File: src/rtl/adcctl_regs.svh
`ifndef ADCCTL_REGS_SVH
`define ADCCTL_REGS_SVH

// Register offsets (byte addresses)
`define ADCCTL_CTRL_OFS 8'h00
`define ADCCTL_STAT_OFS 8'h04
`define ADCCTL_RESULT_OFS 8'h08
`define ADCCTL_IRQ_STAT_OFS 8'h0C
`define ADCCTL_IRQ_MASK_OFS 8'h10
`define ADCCTL_RESET_OFS 8'h14

// Control register fields
`define ADCCTL_CTRL_RESET 16'h0600
`define ADCCTL_CTRL_WMASK 16'h1FFF
`define ADCCTL_DIV_HI 12
`define ADCCTL_DIV_LO 10
`define ADCCTL_ACQ_HI 9
`define ADCCTL_ACQ_LO 8
`define ADCCTL_START_EN_BIT 7
`define ADCCTL_BUSY_EN_BIT 6
`define ADCCTL_POWER_BIT 5
`define ADCCTL_MODE_HI 4
`define ADCCTL_MODE_LO 3
`define ADCCTL_TYPE_HI 2
`define ADCCTL_TYPE_LO 0

// Conversion type codes
`define ADCCTL_TYPE_PIN 3'h0
`define ADCCTL_TYPE_TMR2 3'h1
`define ADCCTL_TYPE_TMR1 3'h2
`define ADCCTL_TYPE_SINGLE 3'h3
`define ADCCTL_TYPE_CONT 3'h4
`define ADCCTL_TYPE_LOGIC 3'h5

// Input mode codes
`define ADCCTL_MODE_RSVD 2'h3

// Interrupt bits
`define ADCCTL_IRQ_DONE_BIT 0

// Conversion timing
`define ADCCTL_BIT_TRIAL_CLKS 8'h13
`define ADCCTL_DIV_MAX_CODE 3'h5

`endif

File: src/rtl/adcctl_pkg.sv
package adcctl_pkg;
    typedef enum logic [1:0] {
        ST_IDLE,
        ST_ACQ,
        ST_CONV
    } adcctl_state_t;

    typedef struct packed {
        logic [7:0] addr;
        logic [31:0] wdata;
        logic wr;
        logic rd;
    } adcctl_bus_t;

    typedef struct packed {
        logic ext_start;
        logic tmr1_ovf;
        logic tmr2_ovf;
        logic logic_trig;
    } adcctl_trig_t;
endpackage : adcctl_pkg

File: src/rtl/adcctl_clkdiv.sv
`include "adcctl_regs.svh"

module adcctl_clkdiv (
    // Clock and reset
    input wire logic clk,
    input wire logic nrst,
    input wire logic ce,
    // Control
    input wire logic run,
    input wire logic [2:0] div_code,
    // Tick out
    output logic tick
);
    typedef struct packed {
        logic [4:0] cnt;
        logic tick;
    } adcctl_div_st_t;

    adcctl_div_st_t st_r;
    adcctl_div_st_t st_nxt;
    logic [4:0] limit;

    function automatic logic [4:0] div_limit(input logic [2:0] code);
        logic [2:0] c;
        c = (code > `ADCCTL_DIV_MAX_CODE) ? `ADCCTL_DIV_MAX_CODE : code;
        div_limit = 5'((6'h01 << c) - 6'h01);
    endfunction : div_limit

    always_comb begin
        limit = div_limit(div_code);
        st_nxt = st_r;
        st_nxt.tick = 1'b0;
        if (!run) begin
            st_nxt.cnt = 5'h00;
        end else if (st_r.cnt >= limit) begin
            st_nxt.cnt = 5'h00;
            st_nxt.tick = 1'b1;
        end else begin
            st_nxt.cnt = st_r.cnt + 5'h01;
        end
    end

    always_ff @(posedge clk or negedge nrst) begin
        if (!nrst) begin
            st_r <= '0;
        end else if (ce) begin
            st_r <= st_nxt;
        end
    end

    assign tick = st_r.tick;
endmodule : adcctl_clkdiv

File: src/rtl/adcctl_result_mem.sv
module adcctl_result_mem #(
    parameter int WIDTH = 12
) (
    // Clock and reset
    input wire logic clk,
    input wire logic nrst,
    input wire logic ce,
    // Write side
    input wire logic wr,
    input wire logic [WIDTH-1:0] wdata,
    // Read side
    output logic [WIDTH-1:0] rdata
);
    typedef struct packed {
        logic [WIDTH-1:0] word;
    } adcctl_mem_st_t;

    adcctl_mem_st_t st_r;
    adcctl_mem_st_t st_nxt;

    always_comb begin
        st_nxt = st_r;
        if (wr) begin
            st_nxt.word = wdata;
        end
    end

    always_ff @(posedge clk or negedge nrst) begin
        if (!nrst) begin
            st_r <= '0;
        end else if (ce) begin
            st_r <= st_nxt;
        end
    end

    assign rdata = st_r.word;
endmodule : adcctl_result_mem

File: src/rtl/adcctl_top.sv
// Added by the designer: strobed register access and the placing of the registers.
`include "adcctl_regs.svh"

module adcctl_top #(
    parameter int RES_BITS = 12
) (
    // Clock, reset, enable
    input wire logic CLOCK,
    input wire logic NRST,
    input wire logic CE,
    // Register port
    input wire logic [7:0] ADDR,
    input wire logic [31:0] WDATA,
    input wire logic WR,
    input wire logic RD,
    output logic [31:0] RDATA,
    // Trigger sources
    input wire logic EXT_START_N,
    input wire logic FIRST_TIMER_OVF,
    input wire logic SECOND_TIMER_OVF,
    input wire logic LOGIC_ARRAY_TRIG,
    // Converter side
    input wire logic [RES_BITS-1:0] SAR_RESULT,
    output logic CONV_POWER,
    output logic [1:0] INPUT_MODE,
    output logic SAMPLE,
    output logic BUSY_PIN,
    output logic BUSY_PIN_OE,
    // Interrupt
    output logic IRQ
);
    ////////////////////////////////////////////////////////////////////////////
    typedef struct packed {
        logic [15:0] ctrl;
        adcctl_pkg::adcctl_state_t state;
        logic [4:0] cnt;
        logic cont_run;
        logic single_pend;
        logic ext_d;
        logic ready;
        logic irq_stat;
        logic irq_mask;
        logic [31:0] rdata;
        logic busy;
        logic irq;
        logic sample;
    } adcctl_st_t;

    adcctl_st_t st_r;
    adcctl_st_t st_nxt;
    adcctl_pkg::adcctl_bus_t bus;
    adcctl_pkg::adcctl_trig_t trig;
    logic tick;
    logic done;
    logic start_hit;
    logic [RES_BITS-1:0] result;
    logic [2:0] ctype;
    logic [4:0] acq_len;
    logic conv_run;

    function automatic logic [4:0] acq_clocks(input logic [1:0] code);
        acq_clocks = 5'(6'h02 << code);
    endfunction : acq_clocks

    assign bus = '{addr: ADDR, wdata: WDATA, wr: WR, rd: RD};
    assign trig = '{ext_start: ~EXT_START_N, tmr1_ovf: FIRST_TIMER_OVF,
                    tmr2_ovf: SECOND_TIMER_OVF, logic_trig: LOGIC_ARRAY_TRIG};
    assign ctype = st_r.ctrl[`ADCCTL_TYPE_HI:`ADCCTL_TYPE_LO];
    assign acq_len = acq_clocks(st_r.ctrl[`ADCCTL_ACQ_HI:`ADCCTL_ACQ_LO]);

    ////////////////////////////////////////////////////////////////////////////
    // Converter clock
    adcctl_clkdiv u_div (
        .clk(CLOCK),
        .nrst(NRST),
        .ce(CE),
        .run(conv_run),
        .div_code(st_r.ctrl[`ADCCTL_DIV_HI:`ADCCTL_DIV_LO]),
        .tick(tick)
    );

    // Divider phase restarts with each conversion, so acquisition is exact
    assign conv_run = st_nxt.state != adcctl_pkg::ST_IDLE;
    assign done = (st_r.state == adcctl_pkg::ST_CONV) && tick && (st_r.cnt == 5'h00);

    adcctl_result_mem #(.WIDTH(RES_BITS)) u_res (
        .clk(CLOCK),
        .nrst(NRST),
        .ce(CE),
        .wr(done),
        .wdata(SAR_RESULT),
        .rdata(result)
    );

    ////////////////////////////////////////////////////////////////////////////
    // Trigger selection
    always_comb begin
        start_hit = 1'b0;
        case (ctype)
            `ADCCTL_TYPE_PIN: start_hit = trig.ext_start && !st_r.ext_d;
            `ADCCTL_TYPE_TMR2: start_hit = trig.tmr2_ovf;
            `ADCCTL_TYPE_TMR1: start_hit = trig.tmr1_ovf;
            `ADCCTL_TYPE_SINGLE: start_hit = st_r.single_pend;
            `ADCCTL_TYPE_LOGIC: start_hit = trig.logic_trig;
            default: start_hit = 1'b0;
        endcase
        start_hit = start_hit && st_r.ctrl[`ADCCTL_START_EN_BIT];
        if (st_r.cont_run) begin
            start_hit = 1'b1;
        end
    end

    ////////////////////////////////////////////////////////////////////////////
    // Next state
    always_comb begin
        logic [15:0] new_ctrl;
        logic wr_ctrl;
        new_ctrl = (bus.wdata[15:0] & `ADCCTL_CTRL_WMASK);
        wr_ctrl = bus.wr && (bus.addr == `ADCCTL_CTRL_OFS);
        st_nxt = st_r;
        st_nxt.ext_d = trig.ext_start;
        st_nxt.rdata = 32'h0000_0000;

        // Conversion sequencer
        case (st_r.state)
            adcctl_pkg::ST_IDLE: begin
                if (start_hit && st_r.ctrl[`ADCCTL_POWER_BIT]) begin
                    st_nxt.state = adcctl_pkg::ST_ACQ;
                    st_nxt.cnt = acq_len - 5'h01;
                    st_nxt.single_pend = 1'b0;
                end
            end
            adcctl_pkg::ST_ACQ: begin
                if (tick) begin
                    if (st_r.cnt == 5'h00) begin
                        st_nxt.state = adcctl_pkg::ST_CONV;
                        st_nxt.cnt = 5'(`ADCCTL_BIT_TRIAL_CLKS - 8'h01);
                    end else begin
                        st_nxt.cnt = st_r.cnt - 5'h01;
                    end
                end
            end
            adcctl_pkg::ST_CONV: begin
                if (tick) begin
                    if (st_r.cnt == 5'h00) begin
                        st_nxt.state = adcctl_pkg::ST_IDLE;
                        if (ctype == `ADCCTL_TYPE_SINGLE) begin
                            st_nxt.ctrl[`ADCCTL_TYPE_HI:`ADCCTL_TYPE_LO] = `ADCCTL_TYPE_PIN;
                        end
                    end else begin
                        st_nxt.cnt = st_r.cnt - 5'h01;
                    end
                end
            end
            default: st_nxt.state = adcctl_pkg::ST_IDLE;
        endcase

        // Continuous mode: latched by enable, dropped by type or power change
        if (ctype == `ADCCTL_TYPE_CONT && st_r.ctrl[`ADCCTL_START_EN_BIT]
                && st_r.ctrl[`ADCCTL_POWER_BIT]) begin
            st_nxt.cont_run = 1'b1;
        end
        if (wr_ctrl) begin
            st_nxt.ctrl = new_ctrl;
            if (new_ctrl[`ADCCTL_TYPE_HI:`ADCCTL_TYPE_LO] == `ADCCTL_TYPE_SINGLE
                    && new_ctrl[`ADCCTL_START_EN_BIT]) begin
                st_nxt.single_pend = 1'b1;
            end
            if (new_ctrl[`ADCCTL_TYPE_HI:`ADCCTL_TYPE_LO] != ctype
                    || !new_ctrl[`ADCCTL_POWER_BIT]) begin
                st_nxt.cont_run = 1'b0;
                st_nxt.single_pend = new_ctrl[`ADCCTL_TYPE_HI:`ADCCTL_TYPE_LO] == `ADCCTL_TYPE_SINGLE
                    && new_ctrl[`ADCCTL_START_EN_BIT];
            end
            if (!new_ctrl[`ADCCTL_POWER_BIT]) begin
                st_nxt.state = adcctl_pkg::ST_IDLE;
            end
        end

        // Reads, and the clear-on-read of the ready flag
        if (bus.rd) begin
            if (bus.addr == `ADCCTL_CTRL_OFS) begin
                st_nxt.rdata = {16'h0000, st_r.ctrl};
            end else if (bus.addr == `ADCCTL_STAT_OFS) begin
                st_nxt.rdata = {30'h0, st_r.busy, st_r.ready};
            end else if (bus.addr == `ADCCTL_RESULT_OFS) begin
                st_nxt.rdata = 32'(result) << 16;
                st_nxt.ready = 1'b0;
            end else if (bus.addr == `ADCCTL_IRQ_STAT_OFS) begin
                st_nxt.rdata = {31'h0, st_r.irq_stat};
            end else if (bus.addr == `ADCCTL_IRQ_MASK_OFS) begin
                st_nxt.rdata = {31'h0, st_r.irq_mask};
            end else begin
                st_nxt.rdata = 32'h0000_0000;
            end
        end

        // Interrupt registers
        if (bus.wr && bus.addr == `ADCCTL_IRQ_STAT_OFS && bus.wdata[`ADCCTL_IRQ_DONE_BIT]) begin
            st_nxt.irq_stat = 1'b0;
        end
        if (bus.wr && bus.addr == `ADCCTL_IRQ_MASK_OFS) begin
            st_nxt.irq_mask = bus.wdata[`ADCCTL_IRQ_DONE_BIT];
        end
        if (done) begin
            st_nxt.ready = 1'b1;
            st_nxt.irq_stat = 1'b1;
        end

        // Digital interface reset: any write restores defaults, except the result word, which keeps its last value
        if (bus.wr && bus.addr == `ADCCTL_RESET_OFS) begin
            st_nxt.ctrl = `ADCCTL_CTRL_RESET;
            st_nxt.state = adcctl_pkg::ST_IDLE;
            st_nxt.cnt = 5'h00;
            st_nxt.cont_run = 1'b0;
            st_nxt.single_pend = 1'b0;
            st_nxt.ready = 1'b0;
            st_nxt.irq_stat = 1'b0;
            st_nxt.irq_mask = 1'b0;
        end

        st_nxt.busy = st_nxt.state != adcctl_pkg::ST_IDLE;
        st_nxt.sample = st_nxt.state == adcctl_pkg::ST_ACQ;
        st_nxt.irq = st_nxt.irq_stat && st_nxt.irq_mask;
    end

    always_ff @(posedge CLOCK or negedge NRST) begin
        if (!NRST) begin
            st_r <= '{ctrl: `ADCCTL_CTRL_RESET, state: adcctl_pkg::ST_IDLE, default: '0};
        end else if (CE) begin
            st_r <= st_nxt;
        end
    end

    ////////////////////////////////////////////////////////////////////////////
    // Outputs
    assign RDATA = st_r.rdata;
    assign CONV_POWER = st_r.ctrl[`ADCCTL_POWER_BIT];
    assign INPUT_MODE = st_r.ctrl[`ADCCTL_MODE_HI:`ADCCTL_MODE_LO];
    assign SAMPLE = st_r.sample;
    assign BUSY_PIN = st_r.busy;
    assign BUSY_PIN_OE = st_r.ctrl[`ADCCTL_BUSY_EN_BIT];
    assign IRQ = st_r.irq;
endmodule : adcctl_top

File: config.mk
export PLATFORM = sky130hd
export DESIGN_NAME = adcctl_top
export DESIGN_NICKNAME = d
export VERILOG_FILES = /design/src/rtl/adcctl_pkg.sv /design/src/rtl/adcctl_clkdiv.sv /design/src/rtl/adcctl_result_mem.sv /design/src/rtl/adcctl_top.sv
export VERILOG_INCLUDE_DIRS = /design/src /design/src/rtl
export SDC_FILE = /design/constraint.sdc
export NUM_CORES = 1
export LEC_CHECK = 0
export BUFFER_PORTS_ARGS = -buffer_cell sky130_fd_sc_hd__buf_2
export CAP_MARGIN = 20
export CORE_UTILIZATION = 26
export CTS_CLUSTER_DIAMETER = 120
export DETAILED_ROUTE_END_ITERATION = 6
export HOLD_SLACK_MARGIN = 0.1
export PLACE_DENSITY = 0.47
export REMOVE_ABC_BUFFERS = 1
export SYNTH_ARGS = -nofsm -noshare
export SYNTH_HDL_FRONTEND = slang
export SYNTH_SLANG_ARGS = --single-unit
export TNS_END_PERCENT = 30
File: constraint.sdc
create_clock -name CLOCK -period 2.3 [get_ports CLOCK]
set_input_delay 0.115 -clock CLOCK [delete_from_list [all_inputs] [get_ports CLOCK]]
set_output_delay 0.115 -clock CLOCK [all_outputs]
set_load 0.1 [all_outputs]
== Word level (Yosys, flattened, before mapping) ==
Index checks and enable logic that the tools add are counted.

* Shift operators: 2
* Divide/modulo/power cells: 0
* Equal/unequal tests: 21
* Reduce and logical (&&, ||, !) cells: 35
* $mul: 0
* $add $sub $neg: 4
* Bitwise gates (word level): 1
* Mux-type cells: 41
* Magnitude comparators: 2

{| class="wikitable"
|+ Operators by type and width
! operator !! count
|-
| $mux 28 || 4
|-
| $mux 25 || 1
|-
| $mux 5 || 5
|-
| $mux 18 || 1
|-
| $reduce_bool 3->1 || 6
|-
| $eq 8x4->1 const B || 2
|-
| $eq 8x5->1 const B || 2
|-
| $mux 1 || 15
|-
| $pmux 5 s3 || 1
|-
| $sub 5x1->5 const B || 3
|-
| $logic_and 1x1->1 || 14
|-
| $mux 7 || 2
|-
| $mux 3 || 4
|-
| $ne 3x2->1 const B || 4
|-
| $mux 10 || 1
|-
| $mux 2 || 5
|-
| $reduce_and 5->1 || 2
|-
| $eq 3x2->1 const B || 3
|-
| $eq 8x3->1 const B || 1
|-
| $logic_not 8->1 || 1
|-
| $eq 3x3->1 const B || 2
|-
| $pmux 2 s3 || 1
|-
| $reduce_and 6->1 || 1
|-
| $add 5x1->5 const B || 1
|-
| 20 further kinds || 24
|}

* Latch bits: 0
* ROM bits: 0
* Input bits: 61
* Register bits: 82
* Memories kept: 0
* Memory bits (writable): 0
* Word-level logic and storage cells: 123
* Output and inout bits: 39

== Depth between registers and ports, before layout ==
* Depth in word-level cells: 14
* Gate-level depth with buffers: 9
* Mapped depth without buffers: 8

== Modules after synthesis ==
From an unflattened synthesis, not the netlist that was laid out.

* Cells, all modules: 373
* Area total of the unflattened synthesis: 3962.6 µm²

{| class="wikitable"
|+ By module, submodules not included
! module !! instances !! area each (µm²) !! seq. area each (µm²) !! cells an instance
|-
| adcctl_top || 1 || 3027.9 || 1378.8 || 298
|-
| adcctl_result_mem || 1 || 490.5 || 300.3 || 26
|-
| adcctl_clkdiv || 1 || 444.2 || 150.1 || 49
|}

== Least setup slack after synthesis ==
OpenSTA, ideal clock, no wires.

* Kind: register -> register
* Start point: register st_r (netlist bit CONV_POWER)
* End point: register u_div.st_r (netlist bit u_div.tick)
* Period minus slack after synthesis: 2360 ps
* Arrival time: 2238 ps
* Stages on the path, launching flop included: 6
* Setup time: 122 ps
* Data required time: 2178 ps
* Path slack: -60 ps
* Path buffers: 0
* Cells stage by stage: dfrtp_1 o2111ai_2 o311ai_2 a21oi_1 nand2b_1 a32o_1

* Longest elaborated chain between the ends: 8

{| class="wikitable"
|+ Ends and longest elaborated chain
! item !! line !! text
|-
| start, declared || adcctl_top.sv:49 || <nowiki>adcctl_st_t st_r;</nowiki>
|-
| start signal, assigned || adcctl_top.sv:231 || <nowiki>st_r <= st_nxt;</nowiki>
|-
| $logic_and 1x1->1 (*) || adcctl_top.sv:127 || <nowiki>if (start_hit && st_r.ctrl[`ADCCTL_POWER_BIT]) begin</nowiki>
|-
| $mux 7 (*) || adcctl_top.sv:127 ||
|-
| $pmux 2 s3 (*) || adcctl_top.sv:125 || <nowiki>case (st_r.state)</nowiki>
|-
| $mux 2 || adcctl_top.sv:175 || <nowiki>if (!new_ctrl[`ADCCTL_POWER_BIT]) begin</nowiki>
|-
| $mux 18 (*) || adcctl_top.sv:163 || <nowiki>if (wr_ctrl) begin</nowiki>
|-
| $mux 25 (*) || adcctl_top.sv:211 || <nowiki>if (bus.wr && bus.addr == `ADCCTL_RESET_OFS) begin</nowiki>
|-
| $reduce_bool 2->1 (*) || adcctl_top.sv:83 || <nowiki>assign conv_run = st_nxt.state != adcctl_pkg::ST_IDLE;</nowiki>
|-
| $mux 1 (*) || adcctl_clkdiv.sv:33 || <nowiki>if (!run) begin</nowiki>
|-
| end signal, assigned || adcctl_clkdiv.sv:47 || <nowiki>st_r <= st_nxt;</nowiki>
|-
| end, declared || adcctl_clkdiv.sv:19 || <nowiki>adcctl_div_st_t st_r;</nowiki>
|}

Every way passes the cells marked *; elsewhere a longest branch is shown, timed or not. The select of a mux whose other input is x is not followed.
A chain may end at the register's enable or synchronous reset.

== Final worst setup path ==
* Start point: register st_r[60] in the netlist's numbering
* End point: register u_div.st_r[3] in the netlist's numbering

* Longest elaborated chain between the ends: 7

{| class="wikitable"
|+ Ends and longest elaborated chain
! item !! line !! text
|-
| $gt 3x3->1 (no line) || - ||
|-
| $mux 3 (*) || adcctl_clkdiv.sv:25 || <nowiki>c = (code > `ADCCTL_DIV_MAX_CODE) ? `ADCCTL_DIV_MAX_CODE : code;</nowiki>
|-
| $shl 1x3->5 (*) || adcctl_clkdiv.sv:26 || <nowiki>div_limit = 5'((6'h01 << c) - 6'h01);</nowiki>
|-
| $sub 5x1->5 (*) || adcctl_clkdiv.sv:26 ||
|-
| $ge 5x5->1 (*) || adcctl_clkdiv.sv:35 || <nowiki>end else if (st_r.cnt >= limit) begin</nowiki>
|-
| $mux 5 (*) || adcctl_clkdiv.sv:35 ||
|-
| $mux 5 (*) || adcctl_clkdiv.sv:33 ||
|}

Every way passes the cells marked *; elsewhere a longest branch is shown, timed or not.

==> flow_summary.ini <==
[outcome]
outcome = complete, but fails checks
violations = DRC

[synthesis]
yosysWarningCount = 0
yosysSeqAreaShare = 0.465
yosysUniqueCellTypes = 67
synthArstFlopShare = 1.00
synth_area_per_cell_um2 = 10.9
ys_seq_elements = 73
synth-edff-count = 0
synthCells = 361
synth_ff_type = dfrtp_1
synthesis.area_um2 = 3930

[critical_path]
crit_type = flop to flop
worstPathRequired_ns = 2.57
end_kind = flop
cp-start-kind = flop
rr_worst_depth = 8
r2r_slack_ns = 0.04
worstPathMaxFanout = 5
cp.arrival_ns = 2.53

[sta]
drv_slew = 0
setup_viol = 0
clock_skew_ns = 0.00528
hold_viol_final = 0
fmax_ghz = 0.443
rsz0062_at_grt = true
min_period_ns = 2.26
finalCritPeriodShare = 0.981
whs_ns = 0.201

[power]
p_leak_nw = 2.48
ir_drop_v = 0.000459
fin_total_pwr_w = 0.00350
power_density_nw_per_um2 = 701

[floorplanning]
io-pin-count = 100
dieArea_um2 = 15600
dieHeight_um = 125
start_util = 0.269
die_x_um = 125
core-area_um2 = 14600
placementRows = 44

[final_layout]
fin_nets = 523
fin_util = 0.342
final_cells = 640
drive_gt1_frac = 0.309
area_growth_pct = 27.2
antenna_cells = 0

[clocking]
clk_latency_ns = 0.34
htreeDepth = 3
cts-root-buf = clkbuf_16
cts.reportedPaths.clkPinSlew_ns = 0.06
postCtsSetupRepairBufs = 0
numCtsBuffers = 9
cts_tree = yes
clk_path_buf_depth = 2
numClockSinks = 73

[run]
drv_cap = 0

[hold_path]
holdPathStages = 4
hp-class = primary input to flop

[placement]
dp_cells = 596
place.port_buffers = 76
gp_congestion = 0.804
dp_hpwl_um = 7150

[detailed_routing]
drt_iter0_markers = 148
first_pass_iters = 6
drt-total-wl_um = 9890
wl_per_cell_um = 15.4
ant_nets = 0
vias = 3074
via_per_inst = 4.80
route.detailed.drc = 7

[global_route]
grt.total_usage = 0.135
grt_pass1_vias = 3284
grt_pass1_wl_um = 16600
gr-total-overflow = 0
antenna_found_initial = 0
grt_max_degree = 39
[worst paths after layout]
kind,from,end
min in group asynchronous,NRST,u_res.rdata[11]$_DFFE_PN0P_
setup / recovery,st_r[60]$_DFFE_PN0P_,u_div.st_r[3]$_DFFE_PN0P_
max in group asynchronous,NRST,st_r[57]$_DFFE_PN1P_
hold reg to reg,RDATA[1]$_DFFE_PN0P_,RDATA[1]$_DFFE_PN0P_
hold / removal,ADDR[3],RDATA[1]$_DFFE_PN0P_
setup reg to reg,st_r[60]$_DFFE_PN0P_,u_div.st_r[3]$_DFFE_PN0P_
[area by class of cell]
class	instances	area (um2)
inverters	19	71.3
fillers	1512	9640
clock buffers	11	243
clock inverters	5	55.1
repair buffers	125	833
well taps	184	230
flip-flops and latches	73	1830
multi-input cells	223	1740
[kinds of logic after synthesis]
| kind of cell | share of synthesized area |
|---|---|
| AOI/OAI and AO/OA | 0.220 |
| and+or+nand+nor | 0.124 |
| DFF | 0.465 |
| buffers and inverters | 0.103 |
| muxes | 0.0449 |
| adders and majority gates | 0.0350 |
| xor gates and xnor gates | 0.00668 |
| other | 0.000954 |
[cell usage after synthesis, types with 2 or more instances]
library cell | count | area (um2)
and3_1 | 4 | 25.0
nand2_1 | 27 | 101
inv_1 | 18 | 67.6
o2111ai_1 | 2 | 17.5
dfrtp_1 | 71 | 1780
a211oi_2 | 2 | 25.0
o31ai_4 | 2 | 42.5
clkbuf_1 | 7 | 26.3
o21a_1 | 2 | 15.0
nand2b_1 | 6 | 37.5
nand4_1 | 3 | 18.8
buf_6 | 2 | 22.5
a221o_1 | 2 | 20.0
nor4_4 | 2 | 42.5
a31oi_1 | 2 | 12.5
nand3_1 | 3 | 15.0
mux2_1 | 8 | 90.1
nor3_1 | 5 | 25.0
o41ai_1 | 2 | 17.5
xor2_1 | 2 | 17.5
mux2i_1 | 3 | 30.0
nor2b_1 | 4 | 25.0
o2bb2ai_1 | 4 | 35.0
o21ai_0 | 14 | 70.1
o22ai_1 | 3 | 18.8
a22o_1 | 39 | 342
nor2_1 | 10 | 37.5
ha_1 | 11 | 138
mux2_2 | 5 | 56.3
a21o_1 | 5 | 37.5
buf_4 | 35 | 263
nor4_1 | 4 | 25.0
buf_2 | 4 | 20.0
a21oi_1 | 13 | 65.1
dfstp_2 | 2 | 52.6
and2_1 | 2 | 12.5
[critical path, cell delays in order, from the launching register on]
cell and delay (ns):
dfrtp_1 0.37, or3_1 0.37, ha_1 0.27, nand2b_1 0.14, a21o_1 0.17, a21oi_1 0.17
o21ai_2 0.15, o41ai_2 0.37, a22o_1 0.18
[flip-flops by register name (all words and copies together), names as in the netlist, 2 cells and up]
register and flops:
INPUT_MODE 2, RDATA 26, ctype 3, st_r 19
u_div.st_r 5, u_res.rdata 12
[routing by layer]
metal | GRT usage | vias up | wire (um)
met5 | 0 | - | 0
li1 | - | 1472 | -
met3 | 0.0492 | 10 | 628
met1 | 0.168 | 1509 | 4610
met2 | 0.215 | 83 | 4520
met4 | 0.0452 | 0 | 129
[metrics by stage]
stage / cell area, um2 / setup TNS [ns] / setup slack [ns]
2_1_floorplan: 3610 / -0.216 / -0.121
3_3_place_gp: 4400 / 0 / 0.0954
3_5_place_dp: 4400 / 0 / 0.0513
4_1_cts: 4980 / 0 / 0.0353
5_1_grt: 5000 / -0.0625 / -0.0407
6_report: 5000 / 0 / 0.0438
[power by group]
| part | switching [W] | internal (W) |
|---|---|---|
| Sequential | 0.0000762 | 0.00135 |
| Combinational | 0.000396 | 0.000288 |
| Clock | 0.000533 | 0.000865 |
| Total | 0.00101 | 0.00250 |
[cell usage in the layout, fill, tap and decap left out, types with 3 or more instances in the layout]
cell           netlist  routed
a21o_1               5       5
a21oi_1             13      13
a22o_1              39      39
and3_1               4       4
buf_2                4      75
buf_4               35      21
clkbuf_16            0       9
conb_1               1       4
dfrtp_1             71      71
dlygate4sd3_1        0      28
ha_1                11      11
inv_1               18      18
mux2_1               8       8
mux2_2               5       5
mux2i_1              3       3
nand2_1             27      27
nand2b_1             6       6
nand3_1              3       3
nand4_1              3       3
nor2_1              10       9
nor2b_1              4       4
nor3_1               5       5
nor4_1               4       3
o21ai_0             14      14
o22ai_1              3       3
o2bb2ai_1            4       4
[timing repair]
item	CTS	global route
setup endpoints to repair	0	22
hold buffers	28	0
gates resized for setup	0	6
hold endpoints to repair	64	0
No activity file was read; power rests on OpenSTA's default activity.
